### src/common/strap_ctrl_pkg.sv
// Constants and types shared by the reset and strap control block.
package strap_ctrl_pkg;

    // Clock rate and SMBus master speeds.
    localparam int unsigned CLK_HZ        = 10_000_000;
    localparam int unsigned SMB_SLOW_HZ   = 100_000;
    localparam int unsigned SMB_FAST_HZ   = 400_000;
    // Half periods of the master SMBus clock, in core clock cycles, rounded down.
    localparam int unsigned SMB_SLOW_HALF = CLK_HZ / (2 * SMB_SLOW_HZ);
    localparam int unsigned SMB_FAST_HALF = CLK_HZ / (2 * SMB_FAST_HZ);
    localparam int unsigned SMB_DIV_W     = 8;

    // Field widths.
    localparam int unsigned MODE_W        = 3;
    localparam int unsigned ADDR_W        = 4;
    localparam int unsigned LANE_W        = 3;

    // Switch operating mode codes.
    localparam logic [2:0] MODE_NORMAL    = 3'h0;
    localparam logic [2:0] MODE_EEPROM    = 3'h1;

    // Lane numbering of merged port 0.
    localparam logic [2:0] MERGE_LANE_BASE = 3'h4;

    // Cycles that the fundamental reset procedure takes after release.
    localparam int unsigned RESET_PROC_CYCLES = 16;
    localparam int unsigned PROC_W            = 5;

    // Alternate function pin numbers.
    localparam int unsigned PIN_RSVD      = 6;
    localparam int unsigned PIN_EVENT     = 7;
    localparam int unsigned PIN_DN_FIRST  = 8;
    localparam int unsigned GPIO_W        = 12;

    typedef enum logic [1:0] {
        ST_RESET,
        ST_PROC,
        ST_HOLD,
        ST_RUN
    } seq_state_t;

endpackage

### src/hw/switch_reset_strap_control.sv
// Reset sequencing, strap capture and GPIO alternate outputs of the switch.
//
// Behaviour
// - GPIO 7 alternate function drives the active-low general purpose event output.
// - GPIO 8..11 alternate functions drive downstream resets for ports 1, 3, 5, 6.
// - GPIO 6 alternate function is reserved; pin stays input only.
// - Downstream common-clock strap reports shared reference clock on downstream ports.
// - Upstream common-clock strap reports shared reference clock on upstream port.
// - Master SMBus runs 100 kHz with slow strap, else 400 kHz; no override.
// - Active-low merge strap joins ports 0 and 1 into one x8 port.
// - When merged, port 1 lanes become lanes 4 to 7 of port 0.
// - Merge strap high keeps ports 0 and 1 as separate x4 ports.
// - Fundamental reset resets all logic and starts a fundamental reset.
// - Hold strap in reset keeps device halted after reset procedure, SMBus active.
// - Device leaves halted state only when SMBus master clears the hold bit.
// - Mode 0 is normal operation; mode 1 adds EEPROM configuration loading first.
// - EEPROM SMBus address comes from the four address strap pins.
`timescale 1ns/10ps
`default_nettype none

module switch_reset_strap_control
    import strap_ctrl_pkg::*;
(
    // Core clock and chip reset.
    input  wire logic              clk,
    input  wire logic              rst_n,
    // Fundamental reset pin, synchronous to clk.
    input  wire logic              fundamental_reset_n,
    // Board straps.
    input  wire logic              common_clk_down,
    input  wire logic              common_clk_up,
    input  wire logic              mgmt_master_slow,
    input  wire logic              port_merge_n,
    input  wire logic              reset_hold,
    input  wire logic [MODE_W-1:0] switch_op_mode,
    input  wire logic [ADDR_W-1:0] eeprom_bus_addr,
    // Switch control register hold bit as written over SMBus.
    input  wire logic              holdClearReq,
    // Core event and downstream reset requests from port logic.
    input  wire logic              gp_event,
    input  wire logic [3:0]        dnResetReq,
    // GPIO alternate function selects and pin input.
    input  wire logic [GPIO_W-1:0] gpioAltSel,
    input  wire logic [GPIO_W-1:0] gpioIn,
    // GPIO pad drive.
    output logic      [GPIO_W-1:0] gpioOut,
    output logic      [GPIO_W-1:0] gpioOe,
    // Named alternate outputs.
    output logic                   event_out_n,
    output logic                   dn1_reset_n,
    output logic                   dn3_reset_n,
    output logic                   dn5_reset_n,
    output logic                   dn6_reset_n,
    // Sequencer status.
    output logic                   coreReset,
    output logic                   holdBit,
    output logic                   eepromLoad,
    output logic                   switchRun,
    output logic                   modeValid,
    // Captured configuration.
    output logic                   dnCommonClk,
    output logic                   upCommonClk,
    output logic                   smbSlow,
    output logic      [SMB_DIV_W-1:0] smbHalfPeriod,
    output logic                   portsMerged,
    output logic      [LANE_W-1:0] port1LaneBase,
    output logic      [ADDR_W-1:0] eepromAddr,
    output logic      [MODE_W-1:0] opMode
);

    ////////////////////////////////////////////////////////////////////////
    // Strap capture.

    localparam int unsigned STRAP_W = 5 + MODE_W + ADDR_W;

    logic [STRAP_W-1:0] strapVec;
    logic               inFundReset;

    assign inFundReset = !fundamental_reset_n;

    strap_latch #(
        .WIDTH (STRAP_W)
    ) u_strap (
        .clk      (clk),
        .rst_n    (rst_n),
        .capture  (inFundReset),
        .strapIn  ({common_clk_down, common_clk_up, mgmt_master_slow, port_merge_n,
                    reset_hold, switch_op_mode, eeprom_bus_addr}),
        .strapOut (strapVec)
    );

    logic              capDn;
    logic              capUp;
    logic              capSlow;
    logic              capMergeN;
    logic              capHold;
    logic [MODE_W-1:0] capMode;
    logic [ADDR_W-1:0] capAddr;

    assign {capDn, capUp, capSlow, capMergeN, capHold, capMode, capAddr} = strapVec;

    ////////////////////////////////////////////////////////////////////////
    // Reset sequencer.

    seq_state_t          state_r;
    seq_state_t          state_nxt;
    logic [PROC_W-1:0]   procCnt_r;
    logic [PROC_W-1:0]   procCnt_nxt;
    logic                hold_r;
    logic                hold_nxt;

    always_comb
    begin
        state_nxt   = state_r;
        procCnt_nxt = procCnt_r;
        hold_nxt    = hold_r;
        case (state_r)
            ST_RESET:
            begin
                procCnt_nxt = '0;
                hold_nxt    = reset_hold;
                if (!inFundReset)
                    state_nxt = ST_PROC;
            end
            ST_PROC:
            begin
                procCnt_nxt = procCnt_r + PROC_W'(1);
                if (procCnt_r == PROC_W'(RESET_PROC_CYCLES - 1))
                    state_nxt = hold_r ? ST_HOLD : ST_RUN;
            end
            ST_HOLD:
            begin
                if (holdClearReq)
                begin
                    hold_nxt  = 1'b0;
                    state_nxt = ST_RUN;
                end
            end
            ST_RUN:
            begin
                state_nxt = ST_RUN;
            end
            default:
            begin
                state_nxt = ST_RESET;
            end
        endcase
        if (inFundReset)
        begin
            state_nxt = ST_RESET;
            hold_nxt  = reset_hold;
        end
    end

    always_ff @(posedge clk or negedge rst_n)
    begin
        if (!rst_n)
        begin
            state_r   <= ST_RESET;
            procCnt_r <= '0;
            hold_r    <= 1'b0;
        end
        else
        begin
            state_r   <= state_nxt;
            procCnt_r <= procCnt_nxt;
            hold_r    <= hold_nxt;
        end
    end

    ////////////////////////////////////////////////////////////////////////
    // Registered outputs.

    logic                  running;
    logic                  inReset;
    logic [GPIO_W-1:0]     gpioOut_nxt;
    logic [GPIO_W-1:0]     gpioOe_nxt;
    logic [3:0]            dnRstN_nxt;
    logic [3:0]            dnRstN_r;
    logic [GPIO_W-1:0]     gpioOut_r;
    logic [GPIO_W-1:0]     gpioOe_r;
    logic                  eventN_r;
    logic                  stat_r [0:4];
    logic                  cfgDn_r;
    logic                  cfgUp_r;
    logic                  cfgSlow_r;
    logic [SMB_DIV_W-1:0]  cfgHalf_r;
    logic                  cfgMerged_r;
    logic [LANE_W-1:0]     cfgBase_r;
    logic [ADDR_W-1:0]     cfgAddr_r;
    logic [MODE_W-1:0]     cfgMode_r;

    assign running = (state_r == ST_RUN);
    assign inReset = !running;

    always_comb
    begin
        dnRstN_nxt  = inReset ? 4'h0 : ~dnResetReq;
        gpioOut_nxt = '0;
        gpioOe_nxt  = '0;
        // Pin 6 and pins without an alternate output are never driven.
        gpioOut_nxt[PIN_EVENT] = !(gp_event && running);
        gpioOe_nxt[PIN_EVENT]  = gpioAltSel[PIN_EVENT];
        gpioOe_nxt[PIN_RSVD]   = 1'b0;
        for (int i = 0; i < 4; i++)
        begin
            gpioOut_nxt[PIN_DN_FIRST + i] = dnRstN_nxt[i];
            gpioOe_nxt[PIN_DN_FIRST + i]  = gpioAltSel[PIN_DN_FIRST + i];
        end
    end

    always_ff @(posedge clk or negedge rst_n)
    begin
        if (!rst_n)
        begin
            dnRstN_r    <= '0;
            gpioOut_r   <= '0;
            gpioOe_r    <= '0;
            eventN_r    <= 1'b1;
            stat_r[0]   <= 1'b1;
            stat_r[1]   <= 1'b0;
            stat_r[2]   <= 1'b0;
            stat_r[3]   <= 1'b0;
            stat_r[4]   <= 1'b0;
            cfgDn_r     <= 1'b0;
            cfgUp_r     <= 1'b0;
            cfgSlow_r   <= 1'b0;
            cfgHalf_r   <= SMB_DIV_W'(SMB_FAST_HALF);
            cfgMerged_r <= 1'b0;
            cfgBase_r   <= '0;
            cfgAddr_r   <= '0;
            cfgMode_r   <= MODE_NORMAL;
        end
        else
        begin
            dnRstN_r    <= dnRstN_nxt;
            gpioOut_r   <= gpioOut_nxt;
            gpioOe_r    <= gpioOe_nxt;
            eventN_r    <= gpioOut_nxt[PIN_EVENT];
            stat_r[0]   <= inReset;
            stat_r[1]   <= hold_nxt;
            stat_r[2]   <= running && (cfgMode_r == MODE_EEPROM);
            stat_r[3]   <= running;
            stat_r[4]   <= (capMode == MODE_NORMAL) || (capMode == MODE_EEPROM);
            cfgDn_r     <= capDn;
            cfgUp_r     <= capUp;
            cfgSlow_r   <= capSlow;
            cfgHalf_r   <= capSlow ? SMB_DIV_W'(SMB_SLOW_HALF) : SMB_DIV_W'(SMB_FAST_HALF);
            cfgMerged_r <= !capMergeN;
            cfgBase_r   <= capMergeN ? '0 : MERGE_LANE_BASE;
            cfgAddr_r   <= capAddr;
            cfgMode_r   <= capMode;
        end
    end

    assign gpioOut       = gpioOut_r;
    assign gpioOe        = gpioOe_r;
    assign event_out_n   = eventN_r;
    assign dn1_reset_n   = dnRstN_r[0];
    assign dn3_reset_n   = dnRstN_r[1];
    assign dn5_reset_n   = dnRstN_r[2];
    assign dn6_reset_n   = dnRstN_r[3];
    assign coreReset     = stat_r[0];
    assign holdBit       = stat_r[1];
    assign eepromLoad    = stat_r[2];
    assign switchRun     = stat_r[3];
    assign modeValid     = stat_r[4];
    assign dnCommonClk   = cfgDn_r;
    assign upCommonClk   = cfgUp_r;
    assign smbSlow       = cfgSlow_r;
    assign smbHalfPeriod = cfgHalf_r;
    assign portsMerged   = cfgMerged_r;
    assign port1LaneBase = cfgBase_r;
    assign eepromAddr    = cfgAddr_r;
    assign opMode        = cfgMode_r;

    // gpioIn is only observed by software; the reserved pin has no function.
    logic unusedIn;
    assign unusedIn = ^gpioIn;

endmodule
`default_nettype wire

### src/hw/strap_latch.sv
// Capture register for the board straps, loaded on every clock while fundamental reset is asserted.
`timescale 1ns/10ps
`default_nettype none

module strap_latch
    import strap_ctrl_pkg::*;
#(
    parameter int unsigned WIDTH = 8
)
(
    // Clock and reset.
    input  wire logic             clk,
    input  wire logic             rst_n,
    // Capture control.
    input  wire logic             capture,
    input  wire logic [WIDTH-1:0] strapIn,
    output logic      [WIDTH-1:0] strapOut
);

    logic [WIDTH-1:0] hold_r;
    logic [WIDTH-1:0] hold_nxt;

    always_comb
    begin
        hold_nxt = capture ? strapIn : hold_r;
    end

    always_ff @(posedge clk or negedge rst_n)
    begin
        if (!rst_n)
            hold_r <= '0;
        else
            hold_r <= hold_nxt;
    end

    assign strapOut = hold_r;

endmodule
`default_nettype wire

### config.mk
export PLATFORM = sky130hd
export DESIGN_NAME = switch_reset_strap_control
export DESIGN_NICKNAME = d
export VERILOG_FILES = /design/src/common/strap_ctrl_pkg.sv /design/src/hw/switch_reset_strap_control.sv /design/src/hw/strap_latch.sv
export SDC_FILE = /design/constraint.sdc
export NUM_CORES = 1
export LEC_CHECK = 0
export BUFFER_PORTS_ARGS = -buffer_cell sky130_fd_sc_hd__clkbuf_2
export CORE_MARGIN = 5
export CORE_UTILIZATION = 45
export CTS_BUF_LIST = sky130_fd_sc_hd__clkbuf_4
export DETAILED_ROUTE_END_ITERATION = 8
export GPL_ROUTABILITY_DRIVEN = 1
export PLACE_DENSITY = 0.92
export REMOVE_ABC_BUFFERS = 1
export SLEW_MARGIN = 20
export SYNTH_ARGS = -nofsm -noshare
export SYNTH_HDL_FRONTEND = slang
export SYNTH_HIERARCHICAL = 1
export SYNTH_SLANG_ARGS = --single-unit
### constraint.sdc
create_clock -name clk -period 2.05 [get_ports clk]
set_input_delay 0.205 -clock clk [delete_from_list [all_inputs] [get_ports clk]]
set_output_delay 0.205 -clock clk [all_outputs]
set_load 0.05 [all_outputs]
# Word level (Yosys, flattened, before mapping)
# Cells that the tools add are included.
[op_classes]
addsub = 1
n_eq_ne = 9
mux = 12
bitwise_logic = 1
n_reduce_logical = 11
[ops]
columns = ["cell", "n"]
rows = [
  ["5-bit case mux with 2 select lines", 1],
  ["2-bit case mux with 4 select lines", 1],
  ["3-bit by 1-bit == test with 1-bit output (second input constant)", 2],
  ["2-bit two-way mux", 3],
  ["6-bit two-way mux", 1],
  ["3-bit != test (second input constant)", 2],
  ["5-bit by 1-bit adder with 5-bit output (second input constant)", 1],
  ["5-bit by 4-bit == test with 1-bit output (second input constant)", 1],
  ["2-bit == test (second input constant)", 2],
  ["4-bit two-way mux", 1],
  ["4-bit NOT", 1],
  ["2-bit AND reduction", 2],
  ["1-bit logical NOT", 3],
  ["3-bit logical NOT", 1],
  ["1-bit two-way mux", 3],
  ["3-bit two-way mux", 1],
  ["3-bit by 1-bit != test with 1-bit output (second input constant)", 1],
  ["2-bit by 1-bit == test with 1-bit output (second input constant)", 1],
  ["1-bit logical AND", 2],
  ["2-bit logical NOT", 1],
  ["1-bit case mux with 2 select lines", 1],
  ["2-bit nonzero test", 1],
  ["1-bit logical OR", 1],
]
[totals]
ff_bits = 59
inputBits = 45
wordCells = 54

# Logic depth before layout (Yosys ltp)
# Gate-level depths: netlist of run 1.
[logic_depth]
depth_word = 4
depth_mapped = 6

# By module
# Netlist of run 1, hierarchy kept.
[by_module_without_submodules]
columns = ["module", "n_inst", "cells_per_inst", "area_per_inst_um2", "seq_area_each_um2"]
rows = [
  ["switch_reset_strap_control", 1, 109, 1343.8, 879.6],
  ["strap_latch", 1, 25, 484.2, 300.3],
]

# Least setup slack after synthesis of run 1
# No wires, ideal clock.
[synth_timing]
kind = "flip-flop to flip-flop"
start = "register procCnt_r[0]"
end = "register state_r[0]"
setup_ps = 87
arrival_ps = 1249
required_time_ps = 1963
path_slack_ps = 714
stages_incl_launch_ff = 7
n_path_buf = 0
path_cell_list = "dfrtp_1 > ha_1 > and3_1 > ha_1 > nand3_1 > nor2_1 > a211oi_2"
[synth_between]
elab_chain_len = 3
[synth_rtl]
columns = ["item", "line_no", "rtl"]
rows = [
  ["start: declaration", "switch_reset_strap_control.sv:107", "logic [PROC_W-1:0] procCnt_r;"],
  ["start signal: assignment", "switch_reset_strap_control.sv:166", "procCnt_r <= procCnt_nxt;"],
  ["5-bit by 4-bit == test with 1-bit output", "switch_reset_strap_control.sv:128", "if (procCnt_r == PROC_W'(RESET_PROC_CYCLES - 1))"],
  ["3-bit != test (no line)", "n/a", ""],
  ["2-bit AND reduction (no line)", "n/a", ""],
  ["end signal: assignment", "switch_reset_strap_control.sv:165", "state_r <= state_nxt;"],
  ["end: declaration", "switch_reset_strap_control.sv:105", "seq_state_t state_r;"],
]
# No other way between the ends.
# A chain may end at the register's enable or synchronous reset.

# Worst setup path after layout of run 1
# Ends and elaborated chain as after synthesis.

==> summary.json, run 1 <==
{
  "placed_cells": {"value": 233},
  "ioPinCount": {"value": 101},
  "post_route_cells_drive_above_1_share": {"value": 44.55, "unit": "%"},
  "clkSlewWorstSetupHoldPaths": {"value": 0.13, "unit": "ns"},
  "die_w": {"value": 73.04, "unit": "microns"},
  "r2r.worst_path.cells": {"value": 6},
  "largest_vdd_supply_drop": {"value": 0.0003910, "unit": "V"},
  "syn_area_per_cell": {"value": 13.55, "unit": "sq um"},
  "drt-pass1-iter-count": {"value": 4},
  "ctsHtreeMaxLevel": {"value": 2},
  "initialDrtViolationCount": {"value": 57},
  "yosysWarnings": {"value": 6},
  "critical_path.n_buffers_inverters": {"value": 0},
  "cts_repair_resize_count": {"value": 0},
  "finalNetCount": {"value": 248},
  "groute.usage.overall": {"value": 12.22, "unit": "%"},
  "worstSetupEndpointType": {"value": "register"},
  "portBuffers": {"value": 62},
  "areaGrowthSynthToFinish": {"value": 22.74, "unit": "%"},
  "initial_antenna_violation_count": {"value": 0},
  "tritoncts_num_sinks": {"value": 46},
  "diodes": {"value": 0},
  "synthesis.instances": {"value": 132},
  "timing.final.crit_period": {"value": 1.475, "unit": "ns"},
  "worst_path_max_delay_cell": {"value": "sky130_fd_sc_hd__dfrtp_1"},
  "worst_clock_skew": {"value": 0.01120, "unit": "ns"},
  "critical_path.most_common_cell": {"value": "sky130_fd_sc_hd__ha_1"},
  "fmax": {"value": 677.8, "unit": "MHz"},
  "post_drt_via_cell_ratio": {"value": 4.266},
  "die_h": {"value": 73.04, "unit": "microns"},
  "placer_congestion_estimate": {"value": 0.7259},
  "total_leakage_power": {"value": 1.172, "unit": "nW"},
  "start_util": {"value": 45.68, "unit": "%"},
  "globalRouteOverflowTotal": {"value": 0},
  "setup_violations": {"value": 0},
  "drt-wirelength-per-cell": {"value": 12.61, "unit": "microns"},
  "timing.critical_path.slowest_cell_delay": {"value": 0.43, "unit": "ns"},
  "die_area": {"value": 5334, "unit": "sq um"},
  "worst-endpoint-arrival": {"value": 1.75, "unit": "ns"},
  "path_delay_family": {"value": "adder cells"},
  "clock-root-buffer": {"value": "sky130_fd_sc_hd__clkbuf_4"},
  "final_cell_count_no_fill": {"value": 252},
  "syn_area": {"value": 1788, "unit": "sq um"},
  "worstSetupPathDepth": {"value": 6},
  "cts_inserted_buffers": {"value": 5},
  "placement_rows": {"value": 23},
  "grt_pass1_vias": {"value": 1108},
  "preCtsSetupSlack": {"value": 0.6029, "unit": "ns"},
  "worstSetupStartpointType": {"value": "register"},
  "maximum_number_of_pins_on_one_net_before_global_route_repair": {"value": 30},
  "worstHoldPathType": {"value": "in2reg"},
  "timing_worst_setup_path_type": {"value": "reg2reg"},
  "remaining_drc_errors": {"value": 0},
  "power_density_cells": {"value": 878.6, "unit": "nW/um^2"},
  "setup_ws": {"value": 0.5746, "unit": "ns"},
  "cts_tree": {"value": "built"},
  "report.final.hold_viol_count": {"value": 0},
  "layout_worst_path_cycle_share": {"value": 71.97, "unit": "%"},
  "timing.max_cap.violations": {"value": 0},
  "worst_skew_pair.late_latency": {"value": 0.35, "unit": "ns"},
  "grt_pass1_wl": {"value": 4961, "unit": "microns"},
  "postCtsHoldBufs": {"value": 11},
  "setup_repair_after_global_routing_missed_its_margin": {"value": "false"},
  "worst_ep_required_time": {"value": 2.33, "unit": "ns"},
  "post_cts.repair.setup_buffers": {"value": 0},
  "area_of_the_core": {"value": 3914, "unit": "sq um"},
  "ctsLongestPathBuffers": {"value": 2},
  "drv_slew": {"value": 0},
  "fillCellCount": {"value": 352},
  "seqCellArea": {"value": 1155, "unit": "sq um"},
  "ordered_list_of_cells_on_the_worst_path": {"value": "ha_1 -> and3_1 -> ha_1 -> nand3_1 -> nor2_1 -> a211oi_2"},
  "dr_total_vias": {"value": 1075},
  "critPathMaxFanout": {"value": 4},
  "ant_nets": {"value": 0},
  "hold-path-cell-count": {"value": 3},
  "detailedPlacementHpwl": {"value": 2334, "unit": "microns"},
  "multi_input_comb_area": {"value": 441.7, "unit": "sq um"},
  "fin_setup_tns": {"value": 0, "unit": "ns"},
  "status": {"value": "completed"},
  "totalWireLength": {"value": 3178, "unit": "microns"}
}
-- final timing paths --
kind                                              endpoint                              from  slack [ns]
worst min register to register       dnCommonClk$_DFF_PN0_  u_strap/strapOut[11]$_DFFE_PN0P_        0.39
worst max-delay path                state_r[0]$_DFFE_PN0P_          procCnt_r[0]$_DFFE_PN0P_        0.57
worst max register to register      state_r[0]$_DFFE_PN0P_          procCnt_r[0]$_DFFE_PN0P_        0.57
min in group asynchronous            dnRstN_r[2]$_DFF_PN0_                             rst_n        0.31
worst min-delay path                   holdBit$_DFFE_PN0P_                        reset_hold        0.06
max in group asynchronous       smbHalfPeriod[3]$_DFF_PN1_                             rst_n        0.99
-- placed cells by master, fill, tap and decap left out, drive strengths merged --
cell type,instances
nor4b,1
clkbuf,67
a21oi,2
a22o,1
ha,2
inv,6
bufinv,1
nand2,8
nor2,8
conb,19
and3,1
dlygate4sd3,11
buf,2
dfrtp,43
nand2b,1
a211oi,1
dfstp,3
clkinv,2
nor2b,2
nand3,3
o311ai,1
mux2,11
o21ai,6
-- registers in the layout, indices dropped and copies added (netlist names) --
| signal | count |
|---|---|
| dnCommonClk | 1 |
| event_out_n | 1 |
| dnRstN_r | 3 |
| modeValid | 1 |
| gpioOut | 2 |
| upCommonClk | 1 |
| gpioOe | 5 |
| eepromLoad | 1 |
| state_r | 2 |
| switchRun | 1 |
| eepromAddr | 4 |
| port1LaneBase | 1 |
| u_strap/strapOut | 11 |
| procCnt_r | 5 |
| smbHalfPeriod | 2 |
| holdBit | 1 |
| coreReset | 1 |
| opMode | 3 |
-- report_power, final --
group          internal, W  switching (W)
Combinational    0.0000995       0.000295
Clock             0.000253       0.000278
Sequential        0.000968      0.0000347
-- worst register-to-register path, delay by kind of cell (launching register included) --
family / cells / cell delay [ns]
fa+ha+maj: 2 / 0.44
simple gates: 3 / 0.33
flops: 1 / 0.43
compound gates: 1 / 0.20
-- layout make-up --
type / count / share of cell area (%)
clock inverters: 3 / 1.824
flip-flops and latches: 46 / 52.62
well taps: 50 / 2.851
repair buffers: 75 / 19.84
inverters: 6 / 1.026
clock buffers: 5 / 1.710
multi-input cells: 67 / 20.13
-- through the flow --
| stage | util, % | instance area, sq um | hold slack, ns | power, W |
|---|---|---|---|---|
| finish | 56.07 | 2195 | 0.05738 | 0.001928 |
| global route | 56.07 | 2195 | 0.04148 | 0.002020 |
| CTS | 56.07 | 2195 | 0.03949 | 0.001950 |
| detailed placement | 51.28 | 2007 | 0.1543 | 0.001401 |
| global placement | 51.28 | 2007 | 0.1503 | 0.001391 |
| floorplan | - | 1619 | -0.09059 | 0.001297 |
-- layer usage --
layer / global-route usage, % / wire length [microns] / vias up
met1: 13.52 / 1161 / 514
met4: 4.918 / 39 / 0
met3: 4.132 / 283 / 5
li1: - / - / 514
met5: 0 / 0 / -
met2: 21.35 / 1694 / 42
No activity file was read; power rests on OpenSTA's default activity.
==> inputs of run 2 (changes only) <==
- ABC_AREA: not set -> 1
- CORE_UTILIZATION: 45 -> 41
- PLACE_DENSITY: 0.92 -> 0.89
- clock period: 2.05 -> 1.2 ns (I/O delays scaled with it)
==> run 2 against run 1 <==
The flow now finishes with violations (setup timing); final area increased by 11%; area after synthesis decreased by 1.4%; clock power is 40% higher; hold slack better by 0.054 ns; total power rose by 90%; die area up 7.1%; worst setup slack lost 0.68 ns; critical path type unchanged; largest cell class unchanged.
==> summary.json, run 2 <==
{
  "die_h": {"value": 75.58, "unit": "microns", "change": "was 73.04 microns"},
  "largest_vdd_supply_drop": {"value": 0.0006338, "unit": "V", "change": "was 0.0003910 V"},
  "worstSetupEndpointType": {"value": "register", "change": "unchanged"},
  "worstHoldPathType": {"value": "in2reg", "change": "unchanged"},
  "final_util": {"value": 59.74, "unit": "%", "change": "was 56.07%"},
  "seq_power_share": {"value": 50.3, "unit": "%", "change": "was 52.0%"},
  "r2r_start": {"value": "procCnt_r[1]$_DFFE_PN0P_", "change": "was procCnt_r[0]$_DFFE_PN0P_"},
  "post_route_cells_drive_above_1_share": {"value": 34.26, "unit": "%", "change": "was 44.55%"},
  "ctsLongestPathBuffers": {"value": 2, "change": "unchanged"},
  "cts_tree": {"value": "built", "change": "unchanged"},
  "worst_clock_skew": {"value": 0.01776, "unit": "ns", "change": "was 0.01120 ns"},
  "hold-path-cell-count": {"value": 6, "change": "was 3"},
  "die_w": {"value": 75.58, "unit": "microns", "change": "was 73.04 microns"},
  "finalNetCount": {"value": 297, "change": "was 248"},
  "drt-wirelength-per-cell": {"value": 11.94, "unit": "microns", "change": "was 12.61 microns"},
  "layout_worst_path_cycle_share": {"value": 109.1, "unit": "%", "change": "was 71.97%"},
  "drv_slew": {"value": 0, "change": "unchanged"},
  "postPlaceCellArea": {"value": 2009, "unit": "sq um", "change": "was 2007 sq um"},
  "post_drt_via_cell_ratio": {"value": 4.296, "change": "was 4.266"},
  "final_cell_mix": {"value": "sky130_fd_sc_hd__clkbuf_2 (51), sky130_fd_sc_hd__nand2_1 (50), sky130_fd_sc_hd__dfrtp_1 (43), sky130_fd_sc_hd__dlygate4sd3_1 (24), sky130_fd_sc_hd__conb_1 (19)", "change": "was sky130_fd_sc_hd__clkbuf_2 (62), sky130_fd_sc_hd__dfrtp_1 (43), sky130_fd_sc_hd__conb_1 (19), sky130_fd_sc_hd__dlygate4sd3_1 (11), sky130_fd_sc_hd__mux2_4 (9)"},
  "sw_frac_of_total": {"value": 37.53, "unit": "%", "change": "was 31.50%"},
  "clock-root-buffer": {"value": "sky130_fd_sc_hd__clkbuf_4", "change": "unchanged"},
  "initial_antenna_violation_count": {"value": 0, "change": "unchanged"},
  "totalWireLength": {"value": 3593, "unit": "microns", "change": "was 3178 microns"},
  "timing.max_cap.violations": {"value": 0, "change": "unchanged"},
  "syn_area": {"value": 1763, "unit": "sq um", "change": "was 1788 sq um"},
  "cts_inserted_buffers": {"value": 5, "change": "unchanged"},
  "groute.usage.overall": {"value": 13.22, "unit": "%", "change": "was 12.22%"},
  "rrSetupSlack": {"value": -0.11, "unit": "ns", "change": "was 0.57 ns"},
  "worst_ep_required_time": {"value": 1.49, "unit": "ns", "change": "was 2.33 ns"},
  "fmax": {"value": 764.1, "unit": "MHz", "change": "was 677.8 MHz"},
  "preCtsSetupSlack": {"value": -0.2039, "unit": "ns", "change": "was 0.6029 ns"},
  "area_of_the_core": {"value": 4086, "unit": "sq um", "change": "was 3914 sq um"},
  "worst_skew_pair.late_latency": {"value": 0.36, "unit": "ns", "change": "was 0.35 ns"},
  "initialDrtViolationCount": {"value": 36, "change": "was 57"},
  "maximum_number_of_pins_on_one_net_before_global_route_repair": {"value": 20, "change": "was 30"},
  "power_density_cells": {"value": 1500, "unit": "nW/um^2", "change": "was 878.6 nW/um^2"},
  "drt-pass1-iter-count": {"value": 4, "change": "unchanged"},
  "total_leakage_power": {"value": 1.342, "unit": "nW", "change": "was 1.172 nW"},
  "ioPinCount": {"value": 101, "change": "unchanged"},
  "power_report.internal_total": {"value": 0.002288, "unit": "W", "change": "was 0.001321 W"},
  "setup_violations": {"value": 6, "change": "was 0"},
  "layout.cells.most_common": {"value": "sky130_fd_sc_hd__clkbuf_2", "change": "unchanged"},
  "placement_rows": {"value": 23, "change": "unchanged"},
  "post-route-cell-area": {"value": 2441, "unit": "sq um", "change": "was 2195 sq um"},
  "largest_register_ffs": {"value": 11, "change": "unchanged"},
  "fin_setup_tns": {"value": -0.2589, "unit": "ns", "change": "was 0 ns"},
  "r2r.worst_path.cells": {"value": 6, "change": "unchanged"},
  "worstHoldEndpoint": {"value": "holdBit$_DFFE_PN0P_", "change": "unchanged"},
  "worstSetupStartpointType": {"value": "register", "change": "unchanged"},
  "combPwrFrac": {"value": 29.3, "unit": "%", "change": "was 20.5%"},
  "ctsHtreeMaxLevel": {"value": 2, "change": "unchanged"},
  "yosysWarnings": {"value": 6, "change": "unchanged"},
  "switching_power": {"value": 0.001374, "unit": "W", "change": "was 0.0006074 W"},
  "syn_area_per_cell": {"value": 10.68, "unit": "sq um", "change": "was 13.55 sq um"},
  "ant_nets": {"value": 0, "change": "unchanged"},
  "failed_checks": {"value": "setup timing"},
  "remaining_drc_errors": {"value": 0, "change": "unchanged"},
  "placer_congestion_estimate": {"value": 0.6950, "change": "was 0.7259"},
  "startpoint": {"value": "procCnt_r[1]$_DFFE_PN0P_", "change": "was procCnt_r[0]$_DFFE_PN0P_"},
  "setup_ws": {"value": -0.1087, "unit": "ns", "change": "was 0.5746 ns"},
  "grt_pass1_vias": {"value": 1266, "change": "was 1108"},
  "globalRouteOverflowTotal": {"value": 0, "change": "unchanged"},
  "tritoncts_num_sinks": {"value": 46, "change": "unchanged"},
  "start_util": {"value": 43.14, "unit": "%", "change": "was 45.68%"},
  "setup_repair_after_global_routing_missed_its_margin": {"value": "true", "change": "was false"},
  "critPathMaxFanout": {"value": 3, "change": "was 4"},
  "grt_pass1_wl": {"value": 5506, "unit": "microns", "change": "was 4961 microns"},
  "hold_ws": {"value": 0.1116, "unit": "ns", "change": "was 0.05738 ns"},
  "dr_total_vias": {"value": 1293, "change": "was 1075"},
  "clkSlewWorstSetupHoldPaths": {"value": 0.14, "unit": "ns", "change": "was 0.13 ns"},
  "timing.final.crit_period": {"value": 1.309, "unit": "ns", "change": "was 1.475 ns"},
  "detailedPlacementHpwl": {"value": 2461, "unit": "microns", "change": "was 2334 microns"},
  "worst-endpoint-arrival": {"value": 1.60, "unit": "ns", "change": "was 1.75 ns"},
  "synthesis.instances": {"value": 165, "change": "was 132"},
  "areaGrowthSynthToFinish": {"value": 38.47, "unit": "%", "change": "was 22.74%"},
  "hold_path.startpoint": {"value": "holdClearReq", "change": "was reset_hold"},
  "portBuffers": {"value": 62, "change": "unchanged"},
  "status": {"value": "complete, but fails checks", "change": "was completed"},
  "timing_worst_setup_path_type": {"value": "reg2reg", "change": "unchanged"},
  "report.final.hold_viol_count": {"value": 0, "change": "unchanged"},
  "power_frac_clock": {"value": 20.4, "unit": "%", "change": "was 27.5%"},
  "diodes": {"value": 0, "change": "unchanged"},
  "reg2reg_to": {"value": "state_r[0]$_DFFE_PN0P_", "change": "unchanged"},
  "die_area": {"value": 5712, "unit": "sq um", "change": "was 5334 sq um"}
}
## run 2: changes by cell type in the layout (fill, tap and decap cells not counted), sizes merged, moves of 7 or more
cell | previous run | this run
buf | 2 | 12
clkbuf | 67 | 60
dlygate4sd3 | 11 | 24
mux2 | 11 | 0
nand2 | 8 | 50
## run 2: power by group through the flow
stage	combinational [W]	clock [W]	sequential, W
6_report	0.00107	0.000745	0.00184
5_1_grt	0.00115	0.000860	0.00187
4_1_cts	0.00107	0.000793	0.00184
3_5_place_dp	0.000940	0	0.00186
3_3_place_gp	0.000919	0	0.00185
2_1_floorplan	0.000326	0	0.00220
## run 2: final cells by class
class                           count  area [sq um]
Timing Repair Buffer               91         683.2
Inverter                           11         41.29
Clock buffer                        5         37.54
Fill cell                         351          1645
Clock inverter                      3         25.02
Tap cell                           50         62.56
Sequential cell                    46          1155
Multi-Input combinational cell     95         436.7
## run 2: critical path, stage by stage (launching register included)
cell                       delay [ns]
sky130_fd_sc_hd__dfrtp_1         0.42
sky130_fd_sc_hd__ha_2            0.19
sky130_fd_sc_hd__and3_4          0.18
sky130_fd_sc_hd__ha_4            0.16
sky130_fd_sc_hd__nor2_4          0.09
sky130_fd_sc_hd__nand3_2         0.06
sky130_fd_sc_hd__a21boi_1        0.15
## run 2: worst max path at each step
stage,depth (start not counted),end,slack [ns]
final,6,state_r[0]$_DFFE_PN0P_,-0.11
after floorplan,0,smbHalfPeriod[1],-0.40
after global routing,6,state_r[0]$_DFFE_PN0P_,-0.17
after CTS,6,state_r[0]$_DFFE_PN0P_,-0.12
after detailed placement,6,state_r[0]$_DFFE_PN0P_,-0.20
after global placement,6,state_r[0]$_DFFE_PN0P_,-0.13
## run 2: per-layer routing
layer	track usage [%]	vias to the layer above	routed length (microns)
met1	12.17	587	1254
met4	5.825	0	44
li1	-	629	-
met2	25.98	73	1824
met3	4.222	4	471
met5	0	-	0
## run 2: through the flow
stage	cells	total power, W
5_1_grt	301	0.003882
4_1_cts	301	0.003707
2_1_floorplan	152	0.002528
6_report	301	0.003662
3_3_place_gp	268	0.002769
3_5_place_dp	268	0.002800
## run 2: what timing repair did
| item | 4_1_cts | 5_1_grt |
|---|---|---|
| gates resized for setup | 24 | 9 |
| hold endpoints to repair | 38 | 0 |
| pin swaps | 4 | 3 |
| hold buffers | 24 | 0 |
| buffers inserted | 1 | 0 |
| setup endpoints to repair | 11 | 15 |
| gates cloned | 0 | 0 |
==> inputs of run 3 (changes only) <==
- CORE_UTILIZATION: 41 -> 40
- PLACE_DENSITY: 0.89 -> 0.88
- SYNTH_HIERARCHICAL: 1 -> not set
==> run 3 against run 2 <==
The run still ends with setup timing left; fmax rose by 2.4%; first-iteration DRC count is 44% higher; hold slack better by 0.0057 ns; flip-flop and latch count unchanged; non-clock buffer count grew 1; via count fell by 0.77%; critical path depth did not move; critical path type unchanged; critical endpoint unchanged; largest cell class unchanged; largest power group unchanged.
==> summary.json, run 3 <==
{
  "finalNetCount": {"value": 295, "change": "was 297"},
  "worstSetupEndpointType": {"value": "register", "change": "unchanged"},
  "fin_setup_tns": {"value": -0.1673, "unit": "ns", "change": "was -0.2589 ns"},
  "placer_congestion_estimate": {"value": 0.6743, "change": "was 0.6950"},
  "ordered_list_of_cells_on_the_worst_path": {"value": "ha_2 -> and3_4 -> ha_4 -> nor2_4 -> nand3_2 -> a21boi_2", "change": "was ha_2 -> and3_4 -> ha_4 -> nor2_4 -> nand3_2 -> a21boi_1"},
  "post_drt_via_cell_ratio": {"value": 4.262, "change": "was 4.296"},
  "worst_path_max_delay_cell": {"value": "sky130_fd_sc_hd__dfrtp_1", "change": "unchanged"},
  "detailedPlacementHpwl": {"value": 2388, "unit": "microns", "change": "was 2461 microns"},
  "clock-root-buffer": {"value": "sky130_fd_sc_hd__clkbuf_4", "change": "unchanged"},
  "drt-wirelength-per-cell": {"value": 11.76, "unit": "microns", "change": "was 11.94 microns"},
  "power_report.internal_total": {"value": 0.002314, "unit": "W", "change": "was 0.002288 W"},
  "dr_total_vias": {"value": 1283, "change": "was 1293"},
  "synth_most_common_cell": {"value": "sky130_fd_sc_hd__nand2_1"},
  "clkSlewWorstSetupHoldPaths": {"value": 0.14, "unit": "ns", "change": "about the same"},
  "power_frac_clock": {"value": 20.1, "unit": "%", "change": "was 20.4%"},
  "highest_routed_layer": {"value": "met4", "change": "unchanged"},
  "layout.cells.most_common": {"value": "sky130_fd_sc_hd__clkbuf_2", "change": "unchanged"},
  "die_area": {"value": 5778, "unit": "sq um", "change": "was 5712 sq um"},
  "synth_area_in_xor_xnor": {"value": 0, "unit": "%"},
  "combinational_family_with_the_most_area_after_synthesis": {"value": "buffers and inverters"},
  "wl_met2": {"value": 1723, "unit": "microns", "change": "was 1824 microns"},
  "compound_cell_area_share_of_the_yosys_netlist": {"value": 2.225, "unit": "%"},
  "worst_clock_skew": {"value": 0.007882, "unit": "ns", "change": "was 0.01776 ns"},
  "number_of_synthesized_flops_with_an_enable_pin": {"value": 0},
  "yosys-top-cells-count": {"value": "sky130_fd_sc_hd__nand2_1 (45), sky130_fd_sc_hd__dfrtp_1 (43), sky130_fd_sc_hd__buf_4 (28)"},
  "synthTopCellsByArea": {"value": "sky130_fd_sc_hd__dfrtp_1 (62%), sky130_fd_sc_hd__buf_4 (12%), sky130_fd_sc_hd__nand2_1 (9.7%)"},
  "yosysWarnings": {"value": 0, "change": "was 6"},
  "groute.usage.overall": {"value": 12.88, "unit": "%", "change": "was 13.22%"},
  "totalWireLength": {"value": 3540, "unit": "microns", "change": "was 3593 microns"},
  "worstHoldPathType": {"value": "in2reg", "change": "unchanged"},
  "hold_ws": {"value": 0.1173, "unit": "ns", "change": "was 0.1116 ns"},
  "maximum_number_of_pins_on_one_net_before_global_route_repair": {"value": 47, "change": "was 20"},
  "remaining_drc_errors": {"value": 0, "change": "unchanged"},
  "total_leakage_power": {"value": 1.318, "unit": "nW", "change": "was 1.342 nW"},
  "setup_ws": {"value": -0.07794, "unit": "ns", "change": "was -0.1087 ns"},
  "initial_antenna_violation_count": {"value": 0, "change": "unchanged"},
  "grt_pass1_wl": {"value": 6147, "unit": "microns", "change": "was 5506 microns"},
  "timing.max_cap.violations": {"value": 0, "change": "unchanged"},
  "worst-endpoint-arrival": {"value": 1.57, "unit": "ns", "change": "was 1.60 ns"},
  "die_w": {"value": 76.01, "unit": "microns", "change": "was 75.58 microns"},
  "final_cell_count_no_fill": {"value": 301, "change": "unchanged"},
  "syn_area": {"value": 1743, "unit": "sq um", "change": "was 1763 sq um"},
  "report.final.hold_viol_count": {"value": 0, "change": "unchanged"},
  "path_delay_family": {"value": "flip-flops", "change": "unchanged"},
  "post-route-cell-area": {"value": 2414, "unit": "sq um", "change": "was 2441 sq um"},
  "yosys_register_bits": {"value": 46},
  "initialDrtViolationCount": {"value": 52, "change": "was 36"},
  "worstSetupStartpointType": {"value": "register", "change": "unchanged"},
  "tritoncts_num_sinks": {"value": 46, "change": "unchanged"},
  "final_cell_mix": {"value": "sky130_fd_sc_hd__clkbuf_2 (52), sky130_fd_sc_hd__nand2_1 (45), sky130_fd_sc_hd__dfrtp_1 (43), sky130_fd_sc_hd__dlygate4sd3_1 (23), sky130_fd_sc_hd__conb_1 (19)", "change": "was sky130_fd_sc_hd__clkbuf_2 (51), sky130_fd_sc_hd__nand2_1 (50), sky130_fd_sc_hd__dfrtp_1 (43), sky130_fd_sc_hd__dlygate4sd3_1 (24), sky130_fd_sc_hd__conb_1 (19)"},
  "ioPinCount": {"value": 101, "change": "unchanged"},
  "synthSimpleGateAreaFrac": {"value": 14.79, "unit": "%"},
  "ys_types": {"value": 18},
  "async_reset_ff_share": {"value": 100.0, "unit": "%"},
  "netlist.top_cell.by_area": {"value": "sky130_fd_sc_hd__dfrtp_1"},
  "post_route_cells_drive_above_1_share": {"value": 34.94, "unit": "%", "change": "was 34.26%"},
  "ctsHtreeMaxLevel": {"value": 2, "change": "unchanged"},
  "setup_violations": {"value": 4, "change": "was 6"},
  "synth_ff_type": {"value": "sky130_fd_sc_hd__dfrtp_1"},
  "power_density_cells": {"value": 1536, "unit": "nW/um^2", "change": "was 1500 nW/um^2"},
  "worst_skew_pair.late_latency": {"value": 0.35, "unit": "ns", "change": "was 0.36 ns"},
  "status": {"value": "complete, but fails checks", "change": "unchanged"},
  "area_of_the_core": {"value": 4294, "unit": "sq um", "change": "was 4086 sq um"},
  "ctsLongestPathBuffers": {"value": 2, "change": "unchanged"},
  "grt_pass1_vias": {"value": 1366, "change": "was 1266"},
  "diodes": {"value": 0, "change": "unchanged"},
  "die_h": {"value": 76.01, "unit": "microns", "change": "was 75.58 microns"},
  "fillCellCount": {"value": 365, "change": "was 351"},
  "start_util": {"value": 40.59, "unit": "%", "change": "was 43.14%"},
  "cts_tree": {"value": "built", "change": "unchanged"},
  "placement_rows": {"value": 24, "change": "was 23"},
  "worst_ep_required_time": {"value": 1.49, "unit": "ns", "change": "about the same"},
  "switching_power": {"value": 0.001392, "unit": "W", "change": "was 0.001374 W"},
  "postPlaceCellArea": {"value": 2018, "unit": "sq um", "change": "was 2009 sq um"},
  "layout_worst_path_cycle_share": {"value": 106.5, "unit": "%", "change": "was 109.1%"},
  "placed_cells": {"value": 269, "change": "was 268"},
  "timing.final.crit_period": {"value": 1.278, "unit": "ns", "change": "was 1.309 ns"},
  "m1WireLength": {"value": 1422, "unit": "microns", "change": "was 1254 microns"},
  "power": {"value": 0.003706, "unit": "W", "change": "was 0.003662 W"},
  "largest_register_ffs": {"value": 11, "change": "unchanged"},
  "ant_nets": {"value": 0, "change": "unchanged"},
  "largest_vdd_supply_drop": {"value": 0.0005362, "unit": "V", "change": "was 0.0006338 V"},
  "globalRouteOverflowTotal": {"value": 0, "change": "unchanged"},
  "timing_worst_setup_path_type": {"value": "reg2reg", "change": "unchanged"},
  "yosysSeqAreaShare": {"value": 66.26, "unit": "%"},
  "synthesis.instances": {"value": 162, "change": "was 165"},
  "combPwrFrac": {"value": 30.4, "unit": "%", "change": "was 29.3%"},
  "drt-pass1-iter-count": {"value": 4, "change": "unchanged"},
  "syn_area_per_cell": {"value": 10.76, "unit": "sq um", "change": "was 10.68 sq um"},
  "portBuffers": {"value": 62, "change": "unchanged"},
  "setup_repair_after_global_routing_missed_its_margin": {"value": "true", "change": "unchanged"},
  "areaGrowthSynthToFinish": {"value": 38.48, "unit": "%", "change": "was 38.47%"},
  "critical_path.n_buffers_inverters": {"value": 0, "change": "unchanged"},
  "drv_slew": {"value": 0, "change": "unchanged"},
  "cts_inserted_buffers": {"value": 5, "change": "unchanged"},
  "fmax": {"value": 782.5, "unit": "MHz", "change": "was 764.1 MHz"},
  "timing.critical_path.slowest_cell_delay": {"value": 0.42, "unit": "ns", "change": "about the same"},
  "routed-wl-met3": {"value": 348, "unit": "microns", "change": "was 471 microns"},
  "failed_checks": {"value": "setup timing", "change": "unchanged"},
  "sw_frac_of_total": {"value": 37.55, "unit": "%", "change": "was 37.53%"},
  "yosys-mux-area-fraction": {"value": 0, "unit": "%"},
  "post_synth_fa_ha_maj_area_fraction": {"value": 1.436, "unit": "%"},
  "seq_power_share": {"value": 49.5, "unit": "%", "change": "was 50.3%"},
  "critPathMaxFanout": {"value": 2, "change": "was 3"},
  "synth_top_area_share": {"value": 61.74, "unit": "%"}
}
run 3: kinds of logic after synthesis:
kind of cell	Yosys count
AND/OR/NAND/NOR	65
AO/OA/AOI/OAI	7
buffers and inverters	41
adder cells (fa/ha/maj)	2
flip-flops	46
other	1
run 3: worst paths after layout:
check | start | to | slack (ns) | cells past startpoint
worst max-delay path | procCnt_r[0]$_DFFE_PN0P_ | state_r[0]$_DFFE_PN0P_ | -0.08 | 6
worst min-delay path | fundamental_reset_n | u_strap.strapOut[0]$_DFFE_PN0N_ | 0.12 | 4
worst max register to register | procCnt_r[0]$_DFFE_PN0P_ | state_r[0]$_DFFE_PN0P_ | -0.08 | 6
worst min register to register | u_strap.strapOut[10]$_DFFE_PN0N_ | upCommonClk$_DFF_PN0_ | 0.39 | 0
max in group asynchronous | rst_n | coreReset$_DFF_PN1_ | 0.64 | 3
min in group asynchronous | rst_n | upCommonClk$_DFF_PN0_ | 0.28 | 3
run 3: power by group through the flow:
stage	Combinational, W	Sequential (W)	Clock [W]
after detailed placement	0.000981	0.00185	0
after CTS	0.00109	0.00183	0.000776
after global routing	0.00121	0.00186	0.000834
final	0.00113	0.00184	0.000745
after global placement	0.000965	0.00184	0
after floorplan	0.000320	0.00220	0
run 3: per-stage QoR:
| stage | utilization (%) | setup slack [ns] |
|---|---|---|
| after floorplan | - | -0.3987 |
| after global placement | 47.00 | -0.1104 |
| after detailed placement | 47.00 | -0.1784 |
| after CTS | 55.27 | -0.08798 |
| after global routing | 56.21 | -0.1569 |
| final | 56.21 | -0.07794 |
run 3: metal layers:
layer / track usage [%] / up-vias
li1: - / 621
met1: 15.49 / 587
met2: 21.32 / 71
met3: 3.546 / 4
met4: 5.872 / 0
met5: 0 / -
run 3: layout make-up:
| type | count | area, sq um | area share [%] |
|---|---|---|---|
| Sequential cell | 46 | 1155 | 47.85 |
| Timing Repair Buffer | 92 | 658.1 | 27.27 |
| Multi-Input combinational cell | 93 | 435.4 | 18.04 |
| Tap cell | 52 | 65.06 | 2.696 |
| Clock buffer | 5 | 37.54 | 1.555 |
| Inverter | 10 | 37.54 | 1.555 |
| Clock inverter | 3 | 25.02 | 1.037 |
run 3: worst min-delay path: stages:
cell and delay [ns]:
sky130_fd_sc_hd__clkbuf_2 0.09, sky130_fd_sc_hd__inv_1 0.11, sky130_fd_sc_hd__nand2_1 0.08, sky130_fd_sc_hd__nand2_1 0.04
run 3: timing repair:
action / CTS / global route
hold buffers: 23 / 0
endpoints found under the hold margin: 69 / 0
buffers inserted: 1 / 0
gates resized for setup: 13 / 20
pin swaps: 4 / 3
setup endpoints to repair: 7 / 13
